===== src/pkg/agr_pkg.sv =====
// Purpose: Constants for the acyclic record command handler
// Assumes: Payload bytes arrive one per cycle, byte 0 first
// Notes:   Functional notes below
//
// Functional notes
// - Index 0x0F reads node bitmap, status byte 11
// - Bitmap bytes 2..9, bit 0 of bytes 2 and 6 unused
// - Index 0x10 reads segment master flags
// - Flag bytes 2 and 3 carry fixed bit layout
// - Index 0x11 write selects operation mode
// - Selector 0 protected, 1 configuration mode
// - Index 0x12 write selects offline mode
// - Selector 0 online, 1 offline
// - Index 0x13 write controls data exchange
// - Inverted flag: 1 disables data exchange
// - Index 0x14 write requests node readdressing
// - Bytes 2,3 old/new address, bit5 half-node
// - Index 0x15 write sets automatic addressing
// - Flag 0 disables, 1 enables auto addressing
// - Write status OK if applied, else NOK
package agr_pkg;
   localparam logic [7:0] IDX_NODE_LIST  = 8'h0F;
   localparam logic [7:0] IDX_FLAGS      = 8'h10;
   localparam logic [7:0] IDX_OP_MODE    = 8'h11;
   localparam logic [7:0] IDX_OFFLINE    = 8'h12;
   localparam logic [7:0] IDX_DATA_EXCH  = 8'h13;
   localparam logic [7:0] IDX_READDRESS  = 8'h14;
   localparam logic [7:0] IDX_AUTO_ADDR  = 8'h15;
   localparam logic [7:0] SLOT_SEG1      = 8'h00;
   localparam logic [7:0] SLOT_SEG2      = 8'h64;
   localparam logic [7:0] SUBSLOT_REC    = 8'h01;
   localparam logic [7:0] REQ_INDEX      = 8'h01;
   localparam logic [3:0] MAP_FIRST      = 4'h2;
   localparam logic [3:0] MAP_LAST       = 4'h9;
   localparam logic [3:0] NODE_STAT_BYTE = 4'hB;
   localparam logic [3:0] FLAG_LAST      = 4'h3;
   localparam logic [3:0] WR_LAST        = 4'h3;
   localparam logic [7:0] STAT_OK        = 8'h00;
   localparam logic [7:0] STAT_NOK       = 8'hFF;
   localparam int         ADDR_HALF_BIT  = 5;
   typedef enum logic [1:0] {AGR_IDLE, AGR_WDATA, AGR_RDATA, AGR_DONE} agr_state_type;
endpackage


===== src/core/agr_record_cmd.sv =====
// Purpose: Record command handler for one gateway, two segments
// Assumes: Request header then payload, one byte per valid cycle
// Notes:   One request in flight; answer ends with resp_last
`timescale 1ns/1ps
`default_nettype none
module agr_record_cmd
   import agr_pkg::*;
(
   // Clock and reset
   input  wire logic        ref_clk,
   input  wire logic        reset_n,
   // Request header
   input  wire logic        req_valid,
   output logic             req_ready,
   input  wire logic        req_write,
   input  wire logic [7:0]  req_func,
   input  wire logic [7:0]  req_index,
   input  wire logic [7:0]  req_slot,
   input  wire logic [7:0]  req_subslot,
   // Write payload
   input  wire logic        wr_valid,
   input  wire logic [7:0]  wr_byte,
   // Response stream
   output logic             resp_valid,
   output logic [7:0]       resp_data,
   output logic             resp_last,
   output logic             resp_ok,
   // Segment state in
   input  wire logic [63:0] seg1_node_map,
   input  wire logic [63:0] seg2_node_map,
   input  wire logic [1:0]  offline_ready,
   input  wire logic [1:0]  periphery_power_fault,
   input  wire logic [1:0]  config_ok,
   input  wire logic [1:0]  auto_addr_available,
   input  wire logic [1:0]  auto_addr_assign,
   input  wire logic [1:0]  data_exchange_done,
   input  wire logic [1:0]  periphery_ok,
   input  wire logic [1:0]  readdress_ok,
   // Segment control out
   output logic [1:0]       config_mode,
   output logic [1:0]       offline_mode,
   output logic [1:0]       data_exchange_off,
   output logic [1:0]       auto_addr_enable,
   output logic [1:0]       readdress_strobe,
   output logic [5:0]       readdress_old,
   output logic [5:0]       readdress_new
);
   agr_state_type state;
   logic [7:0] func;
   logic       seg;
   logic       hdr_ok;
   logic [3:0] pos;
   logic [7:0] b2;
   // ----------------------------------------
   // Request decode
   // ----------------------------------------
   wire slot_ok  = (req_slot == SLOT_SEG1) || (req_slot == SLOT_SEG2);
   wire addr_ok  = slot_ok && req_index == REQ_INDEX && req_subslot == SUBSLOT_REC;
   wire take     = req_valid && req_ready;
   wire rd_func  = (req_func == IDX_NODE_LIST) || (req_func == IDX_FLAGS);
   wire wr_func  = (req_func >= IDX_OP_MODE) && (req_func <= IDX_AUTO_ADDR);
   wire func_ok  = req_write ? wr_func : rd_func;
   wire wr_step  = (state == AGR_WDATA) && wr_valid;
   wire wr_end   = wr_step && pos == WR_LAST;
   wire hdr_byte = (pos == 4'h0) || (pos == 4'h1);
   wire next_hdr_ok = hdr_ok && !(wr_step && hdr_byte && wr_byte != 8'h00);
   wire [7:0] rd_last = (func == IDX_NODE_LIST) ? {4'h0, NODE_STAT_BYTE} : {4'h0, FLAG_LAST};
   wire rd_end   = (state == AGR_RDATA) && pos == rd_last[3:0];
   wire flag_sel = (func == IDX_OP_MODE) || (func == IDX_OFFLINE) ||
                   (func == IDX_DATA_EXCH) || (func == IDX_AUTO_ADDR);
   wire flag_clean = (b2[7:1] == 7'h00);
   wire apply   = wr_end && next_hdr_ok && (!flag_sel || flag_clean);
   wire [63:0] seg_map = seg ? seg2_node_map : seg1_node_map;
   // Bit 0 of byte 2 and of byte 6 carry no node
   wire [63:0] map_out = {seg_map[63:33], 1'b0, seg_map[31:1], 1'b0};
   wire [15:0] flag_word = {offline_ready[seg], periphery_power_fault[seg],
                            ~config_mode[seg] & ~offline_mode[seg], config_mode[seg],
                            auto_addr_available[seg], auto_addr_assign[seg],
                            ~seg_map[0], config_ok[seg],
                            5'b00000, offline_mode[seg],
                            ~data_exchange_off[seg] & data_exchange_done[seg],
                            periphery_ok[seg]};
   wire [7:0]  rbyte;
   agr_resp_byte agr_resp_byte_i (
      .func_index         (func),
      .byte_pos           (pos),
      .status_ok          (hdr_ok),
      .detected_node_list (map_out),
      .flag_word          (flag_word),
      .resp_byte          (rbyte)
   );
   assign req_ready = (state == AGR_IDLE);
   // ----------------------------------------
   // Sequencer
   // ----------------------------------------
   always_ff @(posedge ref_clk) begin
      if (!reset_n) begin
         state <= AGR_IDLE;
         func <= 8'h00;
         seg <= 1'b0;
         hdr_ok <= 1'b0;
         pos <= 4'h0;
         b2 <= 8'h00;
         resp_valid <= 1'b0;
         resp_data <= 8'h00;
         resp_last <= 1'b0;
         resp_ok <= 1'b0;
      end else begin
         resp_valid <= 1'b0;
         resp_last <= 1'b0;
         unique case (state)
            AGR_IDLE: begin
               pos <= 4'h0;
               if (take) begin
                  func <= req_func;
                  seg <= (req_slot == SLOT_SEG2);
                  hdr_ok <= addr_ok && func_ok;
                  state <= req_write ? AGR_WDATA : AGR_RDATA;
               end
            end
            AGR_WDATA: begin
               if (wr_step) begin
                  hdr_ok <= next_hdr_ok;
                  pos <= pos + 4'h1;
                  if (pos == 4'h2)
                     b2 <= wr_byte;
                  if (wr_end) begin
                     resp_valid <= 1'b1;
                     resp_last <= 1'b1;
                     resp_ok <= apply;
                     resp_data <= apply ? STAT_OK : STAT_NOK;
                     state <= AGR_IDLE;
                  end
               end
            end
            AGR_RDATA: begin
               resp_valid <= 1'b1;
               resp_data <= hdr_ok ? rbyte : 8'h00;
               pos <= pos + 4'h1;
               if (rd_end) begin
                  resp_data <= hdr_ok ? rbyte : STAT_NOK;
                  resp_last <= 1'b1;
                  resp_ok <= hdr_ok;
                  state <= AGR_DONE;
               end
            end
            AGR_DONE: state <= AGR_IDLE;
         endcase
      end
   end
   // ----------------------------------------
   // Segment controls
   // ----------------------------------------
   genvar g;
   generate
      for (g = 0; g < 2; g++) begin : gen_seg
         wire hit = apply && (seg == g);
         always_ff @(posedge ref_clk) begin
            if (!reset_n) begin
               config_mode[g] <= 1'b0;
               offline_mode[g] <= 1'b0;
               data_exchange_off[g] <= 1'b0;
               auto_addr_enable[g] <= 1'b0;
               readdress_strobe[g] <= 1'b0;
            end else begin
               readdress_strobe[g] <= hit && func == IDX_READDRESS;
               if (hit && func == IDX_OP_MODE)
                  config_mode[g] <= b2[0];
               if (hit && func == IDX_OFFLINE)
                  offline_mode[g] <= b2[0];
               if (hit && func == IDX_DATA_EXCH)
                  data_exchange_off[g] <= b2[0];
               if (hit && func == IDX_AUTO_ADDR)
                  auto_addr_enable[g] <= b2[0];
            end
         end
      end
   endgenerate
   always_ff @(posedge ref_clk) begin
      if (!reset_n) begin
         readdress_old <= 6'h00;
         readdress_new <= 6'h00;
      end else if (apply && func == IDX_READDRESS) begin
         readdress_old <= b2[5:0];
         readdress_new <= wr_byte[5:0];
      end
   end
endmodule
`default_nettype wire


===== src/core/agr_resp_byte.sv =====
// Purpose: Selects one read-response byte by position
// Assumes: Node map and flags are stable during a read
// Notes:   Pure decode, registered by the caller
`timescale 1ns/1ps
`default_nettype none
module agr_resp_byte
   import agr_pkg::*;
(
   // Selection
   input  wire logic [7:0]  func_index,
   input  wire logic [3:0]  byte_pos,
   input  wire logic        status_ok,
   // Segment state
   input  wire logic [63:0] detected_node_list,
   input  wire logic [15:0] flag_word,
   // Result
   output logic [7:0]       resp_byte
);
   wire        is_map   = (func_index == IDX_NODE_LIST);
   wire        in_map   = (byte_pos >= MAP_FIRST) && (byte_pos <= MAP_LAST);
   wire [2:0]  map_sel  = 3'(byte_pos - MAP_FIRST);
   wire [7:0]  map_byte = detected_node_list[{map_sel, 3'b000} +: 8];
   wire [7:0]  stat     = status_ok ? STAT_OK : STAT_NOK;
   assign resp_byte =
      (is_map && in_map) ? map_byte :
      (is_map && byte_pos == NODE_STAT_BYTE) ? stat :
      (!is_map && byte_pos == 4'h2) ? flag_word[15:8] :
      (!is_map && byte_pos == 4'h3) ? flag_word[7:0] :
      8'h00;
endmodule
`default_nettype wire


===== config.mk =====
export PLATFORM = sky130hd
export DESIGN_NAME = agr_record_cmd
export DESIGN_NICKNAME = d
export VERILOG_FILES = /design/src/pkg/agr_pkg.sv /design/src/core/agr_record_cmd.sv /design/src/core/agr_resp_byte.sv
export SDC_FILE = /design/constraint.sdc
export NUM_CORES = 1
export LEC_CHECK = 0
export BUFFER_PORTS_ARGS = -buffer_cell sky130_fd_sc_hd__buf_2
export CORE_MARGIN = 4
export CORE_UTILIZATION = 35
export CTS_CLUSTER_DIAMETER = 80
export DETAILED_ROUTE_END_ITERATION = 7
export GPL_TIMING_DRIVEN = 0
export PLACE_DENSITY = 0.72
export SLEW_MARGIN = 20
export SYNTH_ARGS = -nofsm -noshare
export SYNTH_HDL_FRONTEND = slang
export SYNTH_HIERARCHICAL = 1
export SYNTH_SLANG_ARGS = --single-unit

===== constraint.sdc =====
create_clock -name ref_clk -period 3.1 [get_ports ref_clk]
set_clock_uncertainty 0.05 [all_clocks]
set_input_delay 0.465 -clock ref_clk [delete_from_list [all_inputs] [get_ports ref_clk]]
set_output_delay 0.465 -clock ref_clk [all_outputs]
set_load 0.01 [all_outputs]

# --- Word level (Yosys, flattened, before mapping) ---
# Index checks and enable logic that the tools add are counted.
word_totals:
  register_bits: 57
  out_inout_bits: 34
  word_cells: 170
op_classes:
  n_lt_le_gt_ge: 5
  mux: 54
  add_sub_neg: 2
  bitwise_logic: 7
  n_eq_ne: 23
  shift: 1
  reduce_logical: 56
ops:
  columns: ["op", "n"]
  rows:
  - ["8-bit 2-to-1 mux", 9]
  - ["64-bit 2-to-1 mux", 1]
  - ["64-bit by 7-bit indexed part select with 8-bit output", 1]
  - ["8-bit by 5-bit equality test with 1-bit output, second input constant", 6]
  - ["1-bit logical AND", 31]
  - ["1-bit 2-to-1 mux", 29]
  - ["8-bit by 1-bit equality test with 1-bit output, second input constant", 2]
  - ["8-bit by 4-bit equality test with 1-bit output, second input constant", 2]
  - ["8-bit case mux with 2 select lines", 1]
  - ["4-bit case mux with 3 select lines", 1]
  - ["2-bit 2-to-1 mux", 5]
  - ["3-bit AND reduction", 3]
  - ["4-bit by 2-bit equality test with 1-bit output, second input constant", 2]
  - ["8-bit by 7-bit equality test with 1-bit output, second input constant", 1]
  - ["8-bit by 5-bit >= comparator with 1-bit output, second input constant", 1]
  - ["8-bit by 5-bit less-or-equal comparator with 1-bit output, second input constant", 1]
  - ["8-bit zero test", 1]
  - ["4-bit 2-to-1 mux", 2]
  - ["1-bit case mux with 2 select lines", 4]
  - ["2-bit case mux with 4 select lines", 1]
  - ["4-bit AND reduction", 2]
  - ["8-bit nonzero test", 1]
  - ["7-bit zero test", 1]
  - ["1-bit logical OR", 7]
  - ["21 further kinds", 33]

# --- Longest topological paths before layout ---
# Gate-level depths: netlist of the first run.
logic_depth:
  ltp_word: 12
  mapped_depth: 11
  mapped_depth_nobuf: 8

# --- Modules after synthesis ---
# Netlist of the first run, hierarchy kept.
modules_own_cells:
  columns: ["module", "area_each_um2", "n_inst", "cells_per_inst", "seq_area_each_um2"]
  rows:
  - ["agr_record_cmd", 3614.7, 1, 414, 1141.1]
  - ["agr_resp_byte", 838.3, 1, 107, 0.0]

# --- Worst setup path after synthesis of the first run ---
# No wires, ideal clock.
synth_path:
  path_type: "register to register"
  from: "reg seg"
  to: "reg resp_data[6]"
  period_less_slack_ns: 2.900
  n_path_buf: 3
  slack_ns: 0.200
  required_ns: 2.909
  stages_incl_launch_ff: 12
  t_arrival_ns: 2.709
  cell_sequence: "dfxtp_1 clkbuf_1 clkbuf_1 buf_1 mux2_2 mux4_2 mux2_2 nand2_1 o211ai_1 and2_1 o21ai_0 a21oi_1"
synth_via:
  word_cells_on_any_way: 11
  cone_classes: "1 x shift; 10 x mux"
synth_rtl:
  columns: ["item", "line", "rtl"]
  rows:
  - ["start: declaration", "agr_record_cmd.sv:50", "logic seg;"]
  - ["start signal: assignment", "agr_record_cmd.sv:116", "seg <= (req_slot == SLOT_SEG2);"]
  - ["64-bit 2-to-1 mux *", "agr_record_cmd.sv:73", "wire [63:0] seg_map = seg ? seg2_node_map : seg1_node_map;"]
  - ["net seg_map[46]", "agr_record_cmd.sv:73", null]
  - ["64-bit by 7-bit indexed part select with 8-bit output *", "agr_resp_byte.sv:22", "wire [7:0] map_byte = detected_node_list[{map_sel, 3'b000} +: 8];"]
  - ["8-bit 2-to-1 mux *", "agr_resp_byte.sv:25", "(is_map && in_map) ? map_byte :"]
  - ["net rbyte[6]", "agr_record_cmd.sv:83", "wire [7:0] rbyte;"]
  - ["8-bit 2-to-1 mux (on tied branches)", "agr_record_cmd.sv:138, agr_record_cmd.sv:141", null]
  - ["8-bit 2-to-1 mux *", "agr_record_cmd.sv:140", "if (rd_end) begin"]
  - ["8-bit case mux with 2 select lines *", "agr_record_cmd.sv:111", "unique case (state)"]
  - ["end signal: assignment", "agr_record_cmd.sv:131", "resp_data <= apply ? STAT_OK : STAT_NOK;"]
  - ["end signal: assignment", "agr_record_cmd.sv:138", "resp_data <= hdr_ok ? rbyte : 8'h00;"]
  - ["end signal: assignment", "agr_record_cmd.sv:141", "resp_data <= hdr_ok ? rbyte : STAT_NOK;"]
  - ["end: declaration", "agr_record_cmd.sv:25", "output logic [7:0] resp_data,"]
# Mark *: on every way through the listed nets, which the timed path passes. The rest lies on a longest branch. The select of a mux whose other input is x is not followed.
# A chain may end at the register's enable or synchronous reset.

# --- Final worst setup path of the first run ---
# Same ends and word-level chain as after synthesis.

==> results_dict.tcl, run 1 <==
set metrics [dict create \
    cts_tree "done" \
    syn_inst 521 \
    fp.dieArea_um2 14600 \
    mostFrequentLayoutCells "buf_2, mux2_2, nand2_1, dfxtp_1, o21ai_0" \
    tightest_slew_ns 0.765 \
    p_leak_uw 0.00269 \
    fmax_mhz 346 \
    drc_errors 0 \
    clock_latency_ns 0.33 \
    track_usage_pct 20.2 \
    grt_max_degree 12 \
    htree_levels 3 \
    cap_viol_max_count 0 \
    synth_cell_types 54 \
    drv_slew 0 \
    worstPathCellList "clkbuf_2, buf_2, mux2_2, mux4_2, mux2_2, nand2_1, o211ai_1, and2_1, o21ai_0, a21oi_1" \
    slew_headroom_pct 48.8 \
    status "finished clean" \
    clk_pin_slew_ns 0.05 \
    whs_ns 0.348 \
    place_congestion 0.860 \
    hpwl_um 12400 \
    yosys_most_used_dff "dfxtp_1" \
    fin_crit_sh_pct 93.3 \
    required_ns 3.23 \
    overflow 0 \
    dpl.cell_count 913 \
    portBuffers 218 \
    num_rows 40 \
    totalWireLength_um 15400 \
    antenna_cells 0 \
    yosysSeqAreaShare_pct 25.6 \
    async_flop_share_pct 0 \
    fin_cells 928 \
    grt_first_pass_wirelength_um 23500 \
    pin_count 223 \
    setup_viol 0 \
    syn_area_um2 4450 \
    cp_slowest_stage_delay_ns 0.46 \
    area_growth_pct 36.7 \
    cts_sinks 57 \
    routed_via_density 5.15 \
    start_util_pct 36.5 \
    fp.dieW_um 121 \
    firstDrtPassIters 4 \
    power_density_nw_per_um2 499 \
    crit_path_end_kind "flop" \
    path_class "reg2reg" \
    numCtsBuffers 9 \
    drt_iter0_drc 266 \
    num-nets-final 952 \
    cp_slowest_cell "mux4_2" \
    hold_viol 0 \
    ant_nets 0 \
    grt_setup_unrepaired "no" \
    die_y_um 121 \
    crit_path_frequent_cell "mux2_2" \
    arrival_ns 3.02 \
    cts_buffer_depth 2 \
    final_core_util_pct 49.8 \
    hold_path_class "in2reg" \
    wl_per_cell_um 16.6 \
    worstPathMaxFanout 10 \
    cp-start-kind "flop" \
    cts_setup_buffers 0 \
    vdd_drop_max_mv 0.292 \
    min_period_ns 2.89 \
    nFillCells 1236 \
    synth_edf_count 0 \
    final_common_cell "buf_2" \
    yosys_warnings 6 \
    clockRootBuffer "clkbuf_16" \
    synth_area_per_cell_um2 8.55 \
    antenna_found_initial 0 \
    drive_above_1_share_pct 43.9 \
    vias 4777 \
    grt_pass1_vias 4806 \
    coreArea_um2 12200 \
    synth-seq-cells 57 \
]
-- cell usage after synthesis (all sizes together) (4+ instances only) --
cell type / number / area (µm²)
nor3: 9 / 50.1
buf: 13 / 88.8
nor2b: 16 / 100
nand4: 11 / 68.8
inv: 16 / 60.1
nor4: 6 / 52.6
nor2: 18 / 67.6
o22a: 4 / 35.0
o221ai: 7 / 61.3
a211oi: 5 / 37.5
a21oi: 19 / 95.1
nor4b: 4 / 41.3
nand3: 22 / 110
ha: 8 / 100
nand2: 57 / 214
dfxtp: 57 / 1140
mux2: 74 / 833
o21ai: 45 / 225
and2: 14 / 87.6
a21boi: 10 / 75.1
clkbuf: 19 / 71.3
mux2i: 44 / 440
a22oi: 10 / 75.1
-- worst paths after layout --
check	start	endpoint	slack (ns)	cells past startpoint
worst max-delay path	seg	resp_data[6]	0.21	10
worst min-delay path	wr_byte[5]	readdress_new[5]	0.35	3
worst max register to register	seg	resp_data[6]	0.21	10
worst min register to register	readdress_new[5]	readdress_new[5]	0.40	2
-- registers in the layout, indices dropped and copies added, names as in the netlist --
signal	count
b2	8
func	8
resp_data	8
readdress_new	6
readdress_old	6
pos	4
auto_addr_enable	2
config_mode	2
data_exchange_off	2
offline_mode	2
readdress_strobe	2
state	2
hdr_ok	1
resp_last	1
resp_ok	1
resp_valid	1
seg	1
-- critical path, delay by kind of cell (launching register included) --
| kind | cells | cell delay, ns |
|---|---|---|
| AND/OR/NAND/NOR | 2 | 0.25 |
| buffers and inverters | 2 | 0.58 |
| flip-flops | 1 | 0.44 |
| AO/OA/AOI/OAI | 3 | 0.32 |
| multiplexers | 3 | 1.11 |
-- through the flow --
stage | setup TNS [ns] | worst slack, ns | instance area [µm²] | total power, µW
6_report | 0 | 0.206 | 6090 | 3040
2_1_floorplan | 0 | 0.200 | 4480 | 1640
5_1_grt | 0 | 0.0433 | 6090 | 3210
4_1_cts | 0 | 0.0499 | 6080 | 3050
3_5_place_dp | -0.887 | -0.491 | 5780 | 2040
3_3_place_gp | -1.04 | -0.501 | 5780 | 2020
-- power breakdown --
group	internal [µW]	switching, µW
registers	809	73.3
clock network	644	361
logic	502	648
total	1960	1080
-- layer usage --
layer / part of all wire, % / GRT usage (%) / vias up
li1: - / - / 2385
met1: 42 / 23.9 / 2189
met2: 49 / 36.0 / 184
met3: 7.4 / 4.82 / 19
met4: 1.7 / 6.23 / 0
met5: 0 / 0 / -
-- cells by family (layout without fill, tap and decap cells) --
kind of cell    Yosys count  count (layout)  synth area share (%)
compound gates          115             115                  16.8
simple gates            172             172                  20.7
other cells               1               7                0.0842
buf+inv                  48             281                  4.95
mux                     120             120                  29.6
fa+ha+maj                 8               8                  2.25
flops                    57              57                  25.6
-- final cells by class --
class                      count  area (µm²)  share of cell area, %
sequential                    57        1140                   18.8
multi-input combinational    422        3110                   51.2
tap                          168         210                   3.45
clock inverter                 6        66.3                   1.09
buffer                        31         163                   2.67
timing repair buffer         218        1090                   17.9
clock buffer                  10         239                   3.93
inverter                      16        60.1                  0.987
-- timing repair --
action                                  4_1_cts  5_1_grt
endpoints found under the setup margin        6        1
hold buffers                                  0        0
gates resized for setup                       3        2
No activity file was read; power rests on OpenSTA's default activity.
==> run 2: changes to the inputs <==
==> constraint.sdc (replaced) <==
create_clock -name ref_clk -period 2.51 [get_ports ref_clk]
set_clock_uncertainty 0.05 [all_clocks]
set_input_delay 0.3765 -clock ref_clk [delete_from_list [all_inputs] [get_ports ref_clk]]
set_output_delay 0.3765 -clock ref_clk [all_outputs]
set_load 0.01 [all_outputs]
==> run 2 against run 1 <==
Net effect: sequential power grew 23%; design area grew 3.6%; sequential share of layout area shrank 0.65 points; via count grew 1.1%; final cell count grew 1.5%; critical path type unchanged; register-to-register slack lost 0.18 ns; setup slack lost 0.18 ns; critical endpoint unchanged; count of clock-buffer cells in the layout is the same.
==> results_dict.tcl, run 2 (same netlist as run 1, synthesis figures left out) <==
set metrics [dict create \
    path_class "reg2reg" \
    overflow 0 \
    portBuffers 218 \
    track_usage_pct 20.0 \
    regArea_um2 1140 \
    cp-start-kind "flop" \
    num_rows 40 \
    drv_slew 0 \
    cts_sinks 57 \
    coreArea_um2 12200 \
    final_common_cell "buf_2" \
    required_ns 2.66 \
    multiInputGateArea_um2 3150 \
    drive_above_1_share_pct 46.0 \
    start_util_pct 36.5 \
    fp.dieArea_um2 14600 \
    totalWireLength_um 15600 \
    tns_ns 0 \
    hold_viol 0 \
    power_density_nw_per_um2 595 \
    numCtsBuffers 9 \
    worstPathMaxFanout 7 \
    cts_tree "done" \
    fin_ws_ns 0.0234 \
    num-nets-final 966 \
    wl_per_cell_um 16.6 \
    crit_path_end_kind "flop" \
    slew_headroom_pct 61.0 \
    status "finished clean" \
    top_regs "b2 x8, func x8, resp_data x8" \
    clk_pin_slew_ns 0.05 \
    cap_viol_max_count 0 \
    arrival_ns 2.64 \
    finalInstanceArea_um2 6300 \
    fp.dieW_um 121 \
    place_area_um2 5800 \
    firstDrtPassIters 4 \
    fin_crit_sh_pct 99.1 \
    fmax_mhz 402 \
    routed_via_density 5.13 \
    min_period_ns 2.49 \
    grt_setup_unrepaired "yes" \
    r2r.worst_path.cells 11 \
    drt_iter0_drc 193 \
    antenna_found_initial 0 \
    grt_first_pass_wirelength_um 23400 \
    area_growth_pct 41.6 \
    clockRootBuffer "clkbuf_16" \
    setup_viol 0 \
    p_leak_uw 0.00282 \
    vias 4831 \
    vdd_drop_max_mv 0.382 \
    cts_buffer_depth 2 \
    grt_max_degree 12 \
    pin_count 223 \
    hold_path_class "in2reg" \
    place_congestion 0.873 \
    post-place-ws_ns -0.320 \
    ant_nets 0 \
    htree_levels 3 \
    final_core_util_pct 51.6 \
    die_y_um 121 \
    whs_ns 0.258 \
    mostFrequentLayoutCells "buf_2, mux2_2, nand2_1, dfxtp_1" \
    antenna_cells 0 \
    holdBufCountCts 0 \
    hpwl_um 12500 \
    grt_pass1_vias 4717 \
    tightest_slew_ns 0.585 \
    nFillCells 1189 \
    drc_errors 0 \
    clock_latency_ns 0.33 \
    min_path_cells 3 \
]
[run 2: per-stage QoR]
step	power, µW	cells
after floorplan	2030	527
after global placement	2490	913
after detailed placement	2500	913
after CTS	3740	931
after global routing	3950	942
final	3750	942
[run 2: metal layers]
metal / vias up / wire length [µm] / global-route usage [%]
met5: - / 0 / 0
met4: 0 / 350 / 6.16
met3: 24 / 1120 / 4.91
met2: 184 / 7700 / 36.4
met1: 2213 / 6460 / 23.1
li1: 2410 / - / -
[run 2: layout make-up]
class	instances	share of cell area, %
Clock inverter	6	1.05
Timing Repair Buffer	231	18.9
Sequential cell	57	18.1
Inverter	16	0.953
Buffer	32	3.93
Tap cell	168	3.33
Multi-Input combinational cell	422	50.0
Clock buffer	10	3.79
[run 2: what timing repair did]
item	in CTS	in global routing
endpoints found under the setup margin	8	8
buffers inserted	2	11
resized for setup	17	13
pin swaps	0	1
[run 2: worst paths after layout]
kind               startpoint                to  slack [ns]
min reg2reg  readdress_old[3]  readdress_old[3]        0.41
min                wr_byte[5]  readdress_new[5]        0.26
max reg2reg               seg      resp_data[6]        0.02
max                       seg      resp_data[6]        0.02
[run 2: worst max-delay path, stage by stage (launching register included)]
cell       delay [ns]
dfxtp_2          0.32
buf_8            0.14
clkbuf_16        0.15
buf_12           0.13
mux2_4           0.30
mux4_2           0.46
mux2_4           0.29
nand2_2          0.06
o211ai_1         0.09
and2_1           0.19
o21ai_1          0.11
a21oi_1          0.07
[run 2: power by group]
| group | total [µW] | switching (µW) | internal [µW] |
|---|---|---|---|
| Clock | 1230 | 439 | 795 |
| Combinational | 1420 | 795 | 630 |
| Sequential | 1090 | 89.6 | 1000 |
==> run 3: changes to the inputs <==
--- a/config.mk
+++ b/config.mk
@@ -5,7 +5,8 @@
 export SDC_FILE = /design/constraint.sdc
 export NUM_CORES = 1
 export LEC_CHECK = 0
-export BUFFER_PORTS_ARGS = -buffer_cell sky130_fd_sc_hd__buf_2
+export BUFFER_PORTS_ARGS = -buffer_cell sky130_fd_sc_hd__buf_4
+export CORE_ASPECT_RATIO = 1.4
 export CORE_MARGIN = 4
 export CORE_UTILIZATION = 35
 export CTS_CLUSTER_DIAMETER = 80
==> run 3 against run 2 <==
Net effect: the run now ends with negative setup slack left; design area rose by 7.7%; largest cell class unchanged; sequential share of layout area fell by 1.3 points; wire length rose by 13%.
==> results_dict.tcl, run 3 (same netlist as run 1, synthesis figures left out) <==
set metrics [dict create \
    status "finished with violations" \
    violations "negative setup slack" \
    worstPathMaxFanout 7 \
    holdBufCountCts 0 \
    mostFrequentLayoutCells "buf_4, mux2_2, nand2_1, dfxtp_1, mux2i_1" \
    fp.dieArea_um2 14600 \
    grt_max_degree 12 \
    fin_ws_ns -0.00902 \
    die_y_um 141 \
    crit_path_end_kind "flop" \
    fin_crit_sh_pct 100 \
    clockRootBuffer "clkbuf_16" \
    tightest_slew_ns 0.576 \
    cts_sinks 57 \
    sequentialPowerShare_pct 28.0 \
    hold_path_class "in2reg" \
    p_clk_share_pct 31.6 \
    drv_slew 0 \
    firstDrtPassIters 4 \
    switching_share_pct 35.0 \
    vias 4935 \
    reg2reg_to "resp_data[6]" \
    fmax_mhz 397 \
    top_regs "b2 x8, func x8, resp_data x8" \
    final_core_util_pct 54.9 \
    worst_hold_path.endpoint "readdress_new[2]" \
    arrival_ns 2.67 \
    post-place-ws_ns -0.414 \
    antenna_cells 0 \
    tns_ns -0.00902 \
    grt_first_pass_wirelength_um 26100 \
    grt_setup_unrepaired "yes" \
    totalWireLength_um 17600 \
    r2r.worst_path.cells 11 \
    fp.dieW_um 103 \
    p_sw_uw 1360 \
    power_density_nw_per_um2 575 \
    hold_viol 0 \
    pin_count 223 \
    dpl.cell_count 895 \
    drc_errors 0 \
    track_usage_pct 23.2 \
    clk_pin_slew_ns 0.05 \
    p_int_uw 2540 \
    routed_via_density 5.39 \
    antenna_found_initial 0 \
    area_growth_pct 52.4 \
    fin_cells 915 \
    grt_pass1_vias 5096 \
    portBuffers 218 \
    wl_per_cell_um 19.3 \
    cap_viol_max_count 0 \
    required_ns 2.67 \
    final_common_cell "buf_4" \
    cts_buffer_depth 2 \
    htree_levels 3 \
    combPwrFrac_pct 40.4 \
    place_congestion 0.917 \
    num-nets-final 957 \
    cp-start-kind "flop" \
    p_leak_uw 0.00293 \
    path_class "reg2reg" \
    clock_latency_ns 0.33 \
    r2r_slack_ns -0.009 \
    coreArea_um2 12400 \
    ant_nets 0 \
    overflow 0 \
    min-delay-start "wr_byte[2]" \
    num_rows 48 \
    setup_viol 1 \
    hpwl_um 14700 \
    drive_above_1_share_pct 45.6 \
    drt_iter0_drc 239 \
    numCtsBuffers 9 \
    r2r-start "seg" \
    slew_headroom_pct 61.6 \
    min_path_cells 3 \
    start_util_pct 36.0 \
    cts_tree "done" \
    min_period_ns 2.52 \
    vdd_drop_max_mv 0.463 \
]
run 3: cell types whose count changed in the layout (fill, tap and decap cells not counted):
cell      delta
clkbuf_4     +1
mux2_2       +1
o21ai_2      +1
buf_6        -1
buf_2      -219
buf_4      +206
mux2_4       -1
a21oi_1      -1
o21ai_0      -1
a21oi_2      +1
clkbuf_8     +4
run 3: metal layers:
metal / vias up / part of all wire [%] / global-route usage, %
met5: - / 0 / 0
met4: 0 / 3.8 / 10.6
met3: 41 / 9.2 / 4.28
met2: 218 / 53 / 43.3
met1: 2288 / 34 / 24.4
li1: 2388 / - / -
run 3: what timing repair did:
action	CTS	global route
buffers inserted	4	0
endpoints found under the setup margin	8	18
resized for setup	25	7
pin swaps	2	3
run 3: critical path, stage by stage, from the launching register on:
cell,delay (ns)
dfxtp_2,0.32
buf_8,0.13
clkbuf_16,0.15
buf_12,0.12
mux2_4,0.29
mux4_2,0.48
mux2_4,0.28
nand2_2,0.07
o211ai_1,0.08
and2_1,0.19
o21ai_2,0.16
a21oi_2,0.07
run 3: power groups by stage:
| stage | Sequential, µW | Combinational (µW) | Clock (µW) |
|---|---|---|---|
| after global routing | 1100 | 1710 | 1300 |
| after global placement | 1100 | 1510 | 0 |
| after CTS | 1090 | 1560 | 1250 |
| after floorplan | 1100 | 926 | 0 |
| final | 1090 | 1580 | 1230 |
| after detailed placement | 1110 | 1530 | 0 |
run 3: worst max path at each step:
| stage | startpoint | to | slack, ns | cells past startpoint |
|---|---|---|---|---|
| after global placement | seg | resp_data[6] | -0.33 | 11 |
| after global routing | seg | resp_data[6] | -0.04 | 11 |
| after floorplan | seg | resp_data[6] | 0.04 | 11 |
| final | seg | resp_data[6] | -0.009 | 11 |
| after CTS | seg | resp_data[6] | -0.05 | 11 |
| after detailed placement | seg | resp_data[6] | -0.41 | 11 |
run 3: area by class of cell:
cell class                      count  area (µm²)
Fill cell                        1161        5590
Multi-Input combinational cell    422        3150
Timing Repair Buffer              222        1670
Sequential cell                    57        1140
Buffer                             32         272
Clock buffer                       10         239
Tap cell                          150         188
Clock inverter                      6        66.3
Inverter                           16        60.1
run 3: metrics by stage:
step,total power (µW),hold WS [ns],instance area (µm²)
after detailed placement,2640,0.406,6320
after floorplan,2030,0.412,4500
after global routing,4110,0.268,6790
after CTS,3890,0.240,6760
final,3900,0.243,6790
after global placement,2610,0.403,6320
